===== config.mk =====
export PLATFORM = sky130hd
export DESIGN_NAME = gtr_load_match_regs
export DESIGN_NICKNAME = d
export VERILOG_FILES = /design/src/gtr_pkg.sv /design/src/gtr_load_match_regs.sv
export SDC_FILE = /design/constraint.sdc
export NUM_CORES = 1
export LEC_CHECK = 0
export BUFFER_PORTS_ARGS = -buffer_cell sky130_fd_sc_hd__buf_2
export CAP_MARGIN = 20
export CORE_MARGIN = 4
export CORE_UTILIZATION = 50
export CTS_BUF_LIST = sky130_fd_sc_hd__clkbuf_4 sky130_fd_sc_hd__clkbuf_8
export DETAILED_ROUTE_END_ITERATION = 16
export GPL_ROUTABILITY_DRIVEN = 0
export MAX_ROUTING_LAYER = met4
export PLACE_DENSITY = 0.81
export SLEW_MARGIN = 15
export SYNTH_ARGS = -nofsm -noshare
export SYNTH_HDL_FRONTEND = slang
export SYNTH_SLANG_ARGS = --single-unit

===== constraint.sdc =====
create_clock -name sys_clk_i -period 2.26 [get_ports sys_clk_i]
set_input_delay 0.226 -clock sys_clk_i [delete_from_list [all_inputs] [get_ports sys_clk_i]]
set_output_delay 0.226 -clock sys_clk_i [all_outputs]
set_load 0.01 [all_outputs]

===== src/gtr_pkg.sv =====
// Constants for the timer load, match and prescale register block.
// Assumes a 32-bit APB with byte addresses and one system clock.
package gtr_pkg;

  // Bus and field widths
  localparam int DATA_W = 32;
  localparam int ADDR_W = 12;
  localparam int HALF_W = 16;
  localparam int PSC_W = 8;
  localparam int NUM_HALVES = 2;
  localparam int HALF_A = 0;
  localparam int HALF_B = 1;

  // Register byte offsets
  localparam logic [ADDR_W-1:0] OFF_A_LOAD = 12'h028;
  localparam logic [ADDR_W-1:0] OFF_B_LOAD = 12'h02C;
  localparam logic [ADDR_W-1:0] OFF_A_MATCH = 12'h030;
  localparam logic [ADDR_W-1:0] OFF_B_MATCH = 12'h034;
  localparam logic [ADDR_W-1:0] OFF_A_PSC = 12'h038;
  localparam logic [ADDR_W-1:0] OFF_B_PSC = 12'h03C;
  localparam logic [ADDR_W-1:0] OFF_A_VALUE = 12'h048;
  localparam logic [ADDR_W-1:0] OFF_B_VALUE = 12'h04C;

  // Reset values
  localparam logic [HALF_W-1:0] RST_LOAD = 16'hFFFF;
  localparam logic [HALF_W-1:0] RST_MATCH = 16'hFFFF;
  localparam logic [PSC_W-1:0] RST_PSC = 8'h00;
  localparam logic [HALF_W-1:0] ZERO_HALF = 16'h0000;
  localparam logic [DATA_W-1:0] ZERO_WORD = 32'h0000_0000;

endpackage


===== src/gtr_load_match_regs.sv =====
// Interval load, match and prescale registers of a two-half timer, with
// the match-derived events (RTC match, PWM level, edge-count done).
// Assumes mode and width selects and counter values come from the timer
// core on sys_clk_i; APB master keeps psel/penable protocol.
//
// Notes on behaviour
// - 32-bit: A load upper mirrors B load
// - 16-bit: A load upper reads zero, inert
// - Upper resets FFFF/0000 by width, lower FFFF
// - Writing A load low loads counter A
// - 32-bit: A load upper writes B load
// - 32-bit: B load ignores writes, reads value
// - 16-bit: B load writable, upper reads zero
// - 32-bit RTC: match on both halves equal
// - PWM duty from match and load
// - Edge count ends after load minus match
// - 16-bit: A match upper zero, inert
// - Reserved bits: software preserves, read zero
// - Each half has 8-bit prescale, resets zero
// - Prescale write stores, read returns it
// - Match used only RTC32, PWM16, edge16
// - A value reads counter or edge stamp
//
// The APB register port was decided locally.
`timescale 1ns/100ps
module gtr_load_match_regs
  import gtr_pkg::*;
(
  // Clock and reset
  input wire logic sys_clk_i,
  input wire logic srst_i,
  // APB slave
  input wire logic psel_i,
  input wire logic penable_i,
  input wire logic pwrite_i,
  input wire logic [ADDR_W-1:0] paddr_i,
  input wire logic [DATA_W-1:0] pwdata_i,
  output logic [DATA_W-1:0] prdata_o,
  output logic pready_o,
  output logic pslverr_o,
  // Mode selects from the configuration logic
  input wire logic cfg_32bit_i,
  input wire logic rtc_mode_i,
  input wire logic pwm_mode_i,
  input wire logic edge_cnt_mode_i,
  // Counter state from the counting engine
  input wire logic [DATA_W-1:0] a_count_i,
  input wire logic [HALF_W-1:0] b_count_i,
  input wire logic [DATA_W-1:0] a_edge_stamp_i,
  input wire logic [HALF_W-1:0] b_edge_stamp_i,
  // Values to the counting engine
  output logic [HALF_W-1:0] a_load_val_o,
  output logic [HALF_W-1:0] b_load_val_o,
  output logic a_load_pulse_o,
  output logic b_load_pulse_o,
  output logic [HALF_W-1:0] a_match_val_o,
  output logic [HALF_W-1:0] a_match_hi_o,
  output logic [HALF_W-1:0] b_match_val_o,
  output logic [PSC_W-1:0] a_prescale_o,
  output logic [PSC_W-1:0] b_prescale_o,
  // Match events
  output logic rtc_match_o,
  output logic a_pwm_o,
  output logic b_pwm_o,
  output logic a_edge_done_o,
  output logic b_edge_done_o
);

  logic [HALF_W-1:0] a_load_r;
  logic [HALF_W-1:0] b_load_r;
  logic [HALF_W-1:0] a_match_r;
  logic [HALF_W-1:0] a_match_hi_r;
  logic [HALF_W-1:0] b_match_r;
  logic [PSC_W-1:0] a_psc_r;
  logic [PSC_W-1:0] b_psc_r;
  logic a_load_pulse_r;
  logic b_load_pulse_r;
  logic rtc_match_r;
  logic [DATA_W-1:0] prdata_r;
  logic [DATA_W-1:0] rd_nxt;
  logic hit_nxt;
  logic setup;
  logic wr_en;
  logic wr_a_load;
  logic wr_b_load;
  logic wr_a_match;
  logic wr_b_match;
  logic wr_a_psc;
  logic wr_b_psc;
  logic mapped;
  logic rtc_en;
  logic pwm_en;
  logic edge_en;
  logic [HALF_W-1:0] w_lo;
  logic [HALF_W-1:0] w_hi;
  logic [HALF_W-1:0] h_load [NUM_HALVES];
  logic [HALF_W-1:0] h_match [NUM_HALVES];
  logic [HALF_W-1:0] h_count [NUM_HALVES];
  logic [NUM_HALVES-1:0] pwm_r;
  logic [NUM_HALVES-1:0] edge_done_r;

  // Bus decode; zero wait states, so every transfer completes in two cycles, setup plus one access cycle
  assign setup = psel_i && !penable_i;
  assign wr_en = psel_i && penable_i && pwrite_i;
  assign w_lo = pwdata_i[HALF_W-1:0];
  assign w_hi = pwdata_i[DATA_W-1:HALF_W];
  assign wr_a_load = wr_en && (paddr_i == OFF_A_LOAD);
  assign wr_b_load = wr_en && (paddr_i == OFF_B_LOAD);
  assign wr_a_match = wr_en && (paddr_i == OFF_A_MATCH);
  assign wr_b_match = wr_en && (paddr_i == OFF_B_MATCH);
  assign wr_a_psc = wr_en && (paddr_i == OFF_A_PSC);
  assign wr_b_psc = wr_en && (paddr_i == OFF_B_PSC);
  assign mapped = (paddr_i == OFF_A_LOAD) || (paddr_i == OFF_B_LOAD) ||
                  (paddr_i == OFF_A_MATCH) || (paddr_i == OFF_B_MATCH) ||
                  (paddr_i == OFF_A_PSC) || (paddr_i == OFF_B_PSC) ||
                  (paddr_i == OFF_A_VALUE) || (paddr_i == OFF_B_VALUE);
  assign pready_o = 1'b1;
  assign pslverr_o = psel_i && penable_i && !mapped;

  // Match takes part only in these modes; elsewhere the events stay low
  assign rtc_en = cfg_32bit_i && rtc_mode_i;
  assign pwm_en = !cfg_32bit_i && pwm_mode_i;
  assign edge_en = !cfg_32bit_i && edge_cnt_mode_i;

  // Interval load registers
  always_ff @(posedge sys_clk_i) begin
    if (srst_i) begin
      a_load_r <= RST_LOAD;
    end else if (wr_a_load) begin
      a_load_r <= w_lo;
    end
  end

  // B load holds the upper half of the 32-bit load; its own port is dead then
  always_ff @(posedge sys_clk_i) begin
    if (srst_i) begin
      b_load_r <= RST_LOAD;
    end else if (wr_a_load && cfg_32bit_i) begin
      b_load_r <= w_hi;
    end else if (wr_b_load && !cfg_32bit_i) begin
      b_load_r <= w_lo;
    end
  end

  // Load strobes to the counters, raised on the write edge together with the load value, high for one cycle
  always_ff @(posedge sys_clk_i) begin
    if (srst_i) begin
      a_load_pulse_r <= 1'b0;
      b_load_pulse_r <= 1'b0;
    end else begin
      a_load_pulse_r <= wr_a_load;
      b_load_pulse_r <= (wr_a_load && cfg_32bit_i) || (wr_b_load && !cfg_32bit_i);
    end
  end

  // Match registers; A upper only accepts writes in 32-bit width
  always_ff @(posedge sys_clk_i) begin
    if (srst_i) begin
      a_match_r <= RST_MATCH;
      a_match_hi_r <= RST_MATCH;
    end else if (wr_a_match) begin
      a_match_r <= w_lo;
      if (cfg_32bit_i) begin
        a_match_hi_r <= w_hi;
      end
    end
  end

  always_ff @(posedge sys_clk_i) begin
    if (srst_i) begin
      b_match_r <= RST_MATCH;
    end else if (wr_b_match) begin
      b_match_r <= w_lo;
    end
  end

  // Prescalers; upper write bits are reserved and dropped
  always_ff @(posedge sys_clk_i) begin
    if (srst_i) begin
      a_psc_r <= RST_PSC;
      b_psc_r <= RST_PSC;
    end else begin
      if (wr_a_psc) begin
        a_psc_r <= pwdata_i[PSC_W-1:0];
      end
      if (wr_b_psc) begin
        b_psc_r <= pwdata_i[PSC_W-1:0];
      end
    end
  end

  // Read mux, captured in the setup cycle so prdata comes from a flop
  always_comb begin
    rd_nxt = ZERO_WORD;
    hit_nxt = 1'b1;
    case (paddr_i)
      OFF_A_LOAD: rd_nxt = {(cfg_32bit_i ? b_load_r : ZERO_HALF), a_load_r};
      OFF_B_LOAD: rd_nxt = {ZERO_HALF, b_load_r};
      OFF_A_MATCH: rd_nxt = {(cfg_32bit_i ? a_match_hi_r : ZERO_HALF), a_match_r};
      OFF_B_MATCH: rd_nxt = {ZERO_HALF, b_match_r};
      OFF_A_PSC: rd_nxt[PSC_W-1:0] = a_psc_r;
      OFF_B_PSC: rd_nxt[PSC_W-1:0] = b_psc_r;
      OFF_A_VALUE: begin
        rd_nxt = edge_cnt_mode_i ? a_edge_stamp_i : a_count_i;
        if (!cfg_32bit_i) begin
          rd_nxt[DATA_W-1:HALF_W] = ZERO_HALF;
        end
      end
      OFF_B_VALUE: rd_nxt = {ZERO_HALF, (edge_cnt_mode_i ? b_edge_stamp_i : b_count_i)};
      default: hit_nxt = 1'b0;
    endcase
  end

  always_ff @(posedge sys_clk_i) begin
    if (srst_i) begin
      prdata_r <= ZERO_WORD;
    end else if (setup && !pwrite_i) begin
      prdata_r <= hit_nxt ? rd_nxt : ZERO_WORD;
    end
  end

  // RTC match compares the whole 32-bit count against both match halves
  always_ff @(posedge sys_clk_i) begin
    if (srst_i) begin
      rtc_match_r <= 1'b0;
    end else begin
      rtc_match_r <= rtc_en && (a_count_i[DATA_W-1:HALF_W] == a_match_hi_r) &&
                     (a_count_i[HALF_W-1:0] == a_match_r);
    end
  end

  assign h_load[HALF_A] = a_load_r;
  assign h_load[HALF_B] = b_load_r;
  assign h_match[HALF_A] = a_match_r;
  assign h_match[HALF_B] = b_match_r;
  assign h_count[HALF_A] = a_count_i[HALF_W-1:0];
  assign h_count[HALF_B] = b_count_i;

  // Per-half events; counters run down from load, so the PWM output is high
  // above match (duty = load - match out of load + 1) and edge counting
  // finishes after load - match edges, when the count reaches match.
  for (genvar h = 0; h < NUM_HALVES; h++) begin : g_half
    always_ff @(posedge sys_clk_i) begin
      if (srst_i) begin
        pwm_r[h] <= 1'b0;
        edge_done_r[h] <= 1'b0;
      end else begin
        pwm_r[h] <= pwm_en && (h_count[h] > h_match[h]) &&
                    (h_count[h] <= h_load[h]);
        edge_done_r[h] <= edge_en && (h_count[h] == h_match[h]);
      end
    end
  end

  assign prdata_o = prdata_r;
  assign a_load_val_o = a_load_r;
  assign b_load_val_o = b_load_r;
  assign a_load_pulse_o = a_load_pulse_r;
  assign b_load_pulse_o = b_load_pulse_r;
  assign a_match_val_o = a_match_r;
  assign a_match_hi_o = cfg_32bit_i ? a_match_hi_r : ZERO_HALF;
  assign b_match_val_o = b_match_r;
  assign a_prescale_o = a_psc_r;
  assign b_prescale_o = b_psc_r;
  assign rtc_match_o = rtc_match_r;
  assign a_pwm_o = pwm_r[HALF_A];
  assign b_pwm_o = pwm_r[HALF_B];
  assign a_edge_done_o = edge_done_r[HALF_A];
  assign b_edge_done_o = edge_done_r[HALF_B];
endmodule


==> impl_metrics.env, run 1 <==
export IMPL_netlist_cell_type_count=70
export IMPL_setup_viol=0
export IMPL_fin_worst_skew_ps=13.0
export IMPL_syn_inst=1012
export IMPL_slew_viol_final=0
export IMPL_first_pass_iters=8
export IMPL_syn_area_mm2=0.00850
export IMPL_synth_top_flop_cell="dfxtp_1"
export IMPL_final_util_pct=65.0
export IMPL_ff2ff_path_depth=7
export IMPL_yosysSeqAreaShare_pct=31.8
export IMPL_hold_viol_final=0
export IMPL_cts_tree="yes"
export IMPL_multi_input_area_mm2=0.00526
export IMPL_hold_class="input port to flop"
export IMPL_status="finished, final reports clean"
export IMPL_detail_route_wl_per_cell_um=21.6
export IMPL_wl_um=33100
export IMPL_initial_core_util_pct=51.1
export IMPL_cp_arrival_ps=2420
export IMPL_yosys_warnings=0
export IMPL_vias=9301
export IMPL_yosysTopAreaCell="dfxtp_1"
export IMPL_grt_overflow=0
export IMPL_drc_errors=0
export IMPL_dp_hpwl_um=25900
export IMPL_final_cell_mix="284 x buf_2, 135 x dfxtp_1, 129 x nand2_1, 71 x nor2_1, 64 x ha_1"
export IMPL_grt_first_pass_wirelength_um=49500
export IMPL_dieArea_mm2=0.0192
export IMPL_critPathMaxFanout=4
export IMPL_vias_per_cell=6.08
export IMPL_htreeDepth=4
export IMPL_clk_latency_ps=450
export IMPL_rsz0062_at_grt="false"
export IMPL_track_usage_pct=33.7
export IMPL_regArea_mm2=0.00270
export IMPL_final_nets=1510
export IMPL_placed_cell_area_mm2=0.0103
export IMPL_endpoint_kind="flop"
export IMPL_drv_cap=0
export IMPL_fin_crit_ps=2050
export IMPL_area_growth_pct=27.1
export IMPL_final_common_cell="buf_2"
export IMPL_cp_start_kind="flop"
export IMPL_async_flop_share_pct=0
export IMPL_max_freq_mhz=487
export IMPL_fill_cells=1415
export IMPL_die_h_um=138
export IMPL_dieWidth_um=138
export IMPL_synth_seq_cells=135
export IMPL_cts_root_buf="clkbuf_8"
export IMPL_synth_edf_count=0
export IMPL_numPortBuffers=284
export IMPL_whs_ps=18.3
export IMPL_cts_buffers=17
export IMPL_final_cell_area_mm2=0.0108
export IMPL_crit_required_ps=2630
export IMPL_clk_pin_slew_worst_paths_ps=80
export IMPL_core_area_mm2=0.0166
export IMPL_cts_resized=0
export IMPL_worst_pin_slew_ps=792
export IMPL_drive_gt1_share_pct=29.6
export IMPL_min_period_over_period_pct=90.8
export IMPL_slew_headroom_pct=47.2
export IMPL_synth_top_area_share_pct=31.8
export IMPL_crit_type="flop to flop"
export IMPL_avgSynthCellArea_um2=8.40
export IMPL_leakage_nw=5.34
export IMPL_clk_path_buf_depth=2
export IMPL_syn_nets=1225
export IMPL_drtAntennaViolNets=0
export IMPL_drtIter0Drc=1065
export IMPL_cts_sinks=135
export IMPL_worstHoldPathCells=3
export IMPL_synth_area_leaders="dfxtp_1 32%, ha_1 9.4%, mux2i_1 6.8%"
export IMPL_irDropWorstVdd_mv=0.527
export IMPL_std_cell_rows=47
export IMPL_first_global_vias=8759
export IMPL_fin_setup_tns_ps=0
export IMPL_io_pins=286
export IMPL_powerDensity_mw_per_mm2=491
export IMPL_antenna_found_initial=1
export IMPL_grt_max_degree=59
## Yosys cell counts (3+ instances only)
cell,count
o22ai_1,17
buf_1,4
nand3_1,25
and4_1,4
o2bb2ai_1,7
o32ai_1,4
nand2b_1,3
or3_1,4
o211ai_1,14
clkbuf_1,37
mux2i_1,58
buf_2,19
nand3b_1,17
a21o_1,4
nor4_1,8
ha_1,64
a22oi_1,4
nand4_1,20
nor2_1,72
mux4_2,4
nor3_1,18
inv_1,62
xnor2_1,12
or4_1,3
o21ai_0,19
nor2b_1,10
o21bai_1,8
a21oi_1,48
a2111oi_0,3
dfxtp_1,135
a31oi_1,8
a211o_1,49
a221o_1,9
xor2_1,4
buf_6,3
nand2_1,129
nor4_4,3
and2_1,19
a22o_1,17
a211oi_1,7
mux2_2,8
buf_4,4
a221oi_1,4
and3_1,9
## worst max-delay path, cell delays in order (launching register included)
cell and delay [ps]:
dfxtp_1 400, inv_1 90, ha_1 320, nand4_1 210
nor4_1 380, buf_4 210, nand3_1 80, nor4_1 280
## layout make-up
class                      instances  share of cell area (%)
antenna                            1                  0.0231
clock buffer                      20                    2.55
clock inverter                    12                    1.61
inverter                          62                    2.15
multi-input combinational        747                    48.7
sequential                       135                    25.0
tap                              220                    2.55
timing repair buffer             334                    17.4
## cells by family after synthesis
| kind of cell | after synthesis | synth area share (%) |
|---|---|---|
| XOR/XNOR | 16 | 1.65 |
| adder cells (fa/ha/maj) | 64 | 9.42 |
| buffers and inverters | 130 | 6.47 |
| AND/OR/NAND/NOR | 360 | 21.5 |
| AO/OA/AOI/OAI | 236 | 20.2 |
| other | 1 | 0.0441 |
| multiplexers | 70 | 8.95 |
| flip-flops | 135 | 31.8 |
## registers in the layout (all words and copies together), names as in the netlist
register,count
a_match_val_o,16
a_match_hi_r,16
rtc_match_o,1
b_load_pulse_o,1
b_load_val_o,16
b_pwm_o,1
a_load_pulse_o,1
a_pwm_o,1
a_load_val_o,16
a_prescale_o,8
b_match_val_o,16
b_edge_done_o,1
a_edge_done_o,1
prdata_o,32
b_prescale_o,8
## metrics by stage
stage,cells,setup WS [ps],power (mW)
3_3_place_gp,1493,36.2,3.05
5_1_grt,1531,103,5.46
2_1_floorplan,1012,225,2.73
3_5_place_dp,1493,-57.2,3.06
4_1_cts,1530,252,5.29
6_report,1531,209,5.31
## per-layer routing
layer  vias to the layer above  GRT usage (%)  routed length, um
met2                       640           52.7              15200
met1                      4315           43.1              13100
li1                       4254              -                  -
met4                         0           11.9               1120
met3                        92           7.70               3610
met5                         -              -                  0
## repair_timing
item | in CTS | in global routing
setup buffers | 0 | 0
endpoints found under the hold margin | 5 | 0
hold buffers | 5 | 0
setup endpoints to repair | 0 | 0
## power breakdown
part	switching, mW	total (mW)	leakage (nW)	internal [mW]
Sequential	0.0000878	2.38	1.09	2.38
Clock	0.994	2.28	0.217	1.29
Combinational	0.382	0.650	4.03	0.267
Total	1.38	5.31	5.34	3.93
## final timing paths
kind / endpoint / slack, ps / from
min reg2reg: prdata_o[14] / 460 / prdata_o[14]
max: rtc_match_o / 210 / a_match_val_o[14]
max reg2reg: rtc_match_o / 210 / a_match_val_o[14]
min: a_match_hi_r[4] / 20 / pwdata_i[20]
Power figures use the tool's default switching activity.
==> run 2: changes to the inputs <==
Settings changed: GPL_TIMING_DRIVEN from default to 0.
==> impl_metrics.env, run 2 (synthesis results as in run 1) <==
export IMPL_place_inst=1514
export IMPL_status="finished, final reports clean"
export IMPL_cts_buffers=17
export IMPL_final_common_cell="buf_2"
export IMPL_worst_pin_slew_ps=982
export IMPL_cts_setup_buffers=0
export IMPL_die_h_um=138
export IMPL_dp_hpwl_um=28100
export IMPL_numPortBuffers=282
export IMPL_crit_type="input port to flop"
export IMPL_setup_viol=0
export IMPL_cts_tree="yes"
export IMPL_final_cell_area_mm2=0.0108
export IMPL_irDropWorstVdd_mv=0.637
export IMPL_io_pins=286
export IMPL_placed_cell_area_mm2=0.0102
export IMPL_cts_sinks=135
export IMPL_htreeDepth=4
export IMPL_hold_viol_final=0
export IMPL_drtIter0Drc=1320
export IMPL_clk_path_buf_depth=2
export IMPL_critPathMaxFanout=10
export IMPL_largest_reg_flops=32
export IMPL_cpLargestDelayFamily="simple AND/OR/NAND/NOR gates"
export IMPL_max_freq_mhz=447
export IMPL_wl_um=35500
export IMPL_std_cell_rows=47
export IMPL_grt_first_pass_wirelength_um=52400
export IMPL_area_growth_pct=26.6
export IMPL_slew_viol_final=0
export IMPL_first_global_vias=9033
export IMPL_powerDensity_mw_per_mm2=488
export IMPL_cp_arrival_ps=2630
export IMPL_hold_class="input port to flop"
export IMPL_crit_required_ps=2650
export IMPL_detail_route_wl_per_cell_um=22.8
export IMPL_final_cell_mix="301 x buf_2, 135 x dfxtp_1, 129 x nand2_1, 72 x nor2_1, 64 x ha_1"
export IMPL_min_period_over_period_pct=99.0
export IMPL_multi_input_area_mm2=0.00529
export IMPL_drtAntennaViolNets=0
export IMPL_drive_gt1_share_pct=27.8
export IMPL_fin_worst_skew_ps=15.8
export IMPL_clk_pin_slew_worst_paths_ps=70
export IMPL_initial_core_util_pct=51.1
export IMPL_antenna_found_initial=4
export IMPL_vias=9725
export IMPL_slew_headroom_pct=34.6
export IMPL_dieWidth_um=138
export IMPL_core_area_mm2=0.0166
export IMPL_clk_latency_ps=470
export IMPL_dieArea_mm2=0.0192
export IMPL_cp_common_cell="buf_2"
export IMPL_vias_per_cell=6.23
export IMPL_cts_root_buf="clkbuf_8"
export IMPL_grt_max_degree=17
export IMPL_fin_setup_tns_ps=0
export IMPL_fin_crit_ps=2240
export IMPL_final_nets=1537
export IMPL_cp_start_kind="input port"
export IMPL_final_util_pct=64.7
export IMPL_crit_slowest_cell="nor4b_4"
export IMPL_instances_no_fill=1560
export IMPL_first_pass_iters=6
export IMPL_leakage_nw=5.31
export IMPL_crit_chain="buf_2 -> buf_2 -> nor4b_4 -> nand4_2 -> buf_2 -> nor2_1 -> a311oi_1 -> o21ai_0"
export IMPL_fill_cells=1420
export IMPL_rsz0062_at_grt="false"
export IMPL_grt_overflow=0
export IMPL_endpoint_kind="flop"
export IMPL_drc_errors=0
export IMPL_max_stage_delay_ps=680
export IMPL_drv_cap=0
export IMPL_power_mw=5.26
export IMPL_crit_buf_inv=3
export IMPL_track_usage_pct=36.3
export IMPL_regArea_mm2=0.00270
==> run 2: repair_timing <==
item                       in CTS  in global routing
hold endpoints to repair        9                  1
hold buffers                    9                  1
resized for setup               6                  6
setup endpoints to repair      22                  6
pin swaps                       0                  1
==> run 2: final cells by class <==
type                    instances  share of cell area [%]
clock buffers                  18                    2.24
plain buffers                  68                    3.00
repair buffers                293                    14.1
flip-flops and latches        135                    25.1
inverters                      62                    2.16
multi-input cells             747                    49.1
diodes                          4                  0.0929
clock inverters                13                    1.68
well taps                     220                    2.56
==> run 2: worst register-to-register path: cells and delay by family (launching register included) <==
kind / cells / cell delay (ps)
simple gates: 4 / 1240
flops: 1 / 390
fa+ha+maj: 1 / 340
buf+inv: 1 / 80
==> run 2: routing by layer <==
metal,global-route usage [%],wire [um]
met5,-,0
met4,12.8,1660
met3,9.32,4640
met2,54.4,15400
met1,47.5,13800
==> run 2: per-stage QoR <==
step	hold slack [ps]	worst slack, ps
floorplan	344	225
global placement	434	-630
detailed placement	446	-628
CTS	2.00	9.35
global route	1.87	0.519
finish	15.5	22.0
==> run 2: path summary, 6_finish.rpt <==
check        depth (start not counted)               to  slack (ps)              start
max                                  8      prdata_o[1]          20         paddr_i[4]
min                                  3  a_match_hi_r[4]          20       pwdata_i[20]
max reg2reg                          6      rtc_match_o         110  a_match_val_o[15]
min reg2reg                          2     prdata_o[10]         450       prdata_o[10]
==> run 2: report_power, final <==
group / switching (mW) / total [mW] / leakage [nW] / internal [mW]
Clock: 1.01 / 2.21 / 0.200 / 1.20
Sequential: 0.0000911 / 2.38 / 1.09 / 2.38
Combinational: 0.404 / 0.673 / 4.02 / 0.269
Total: 1.41 / 5.26 / 5.31 / 3.85
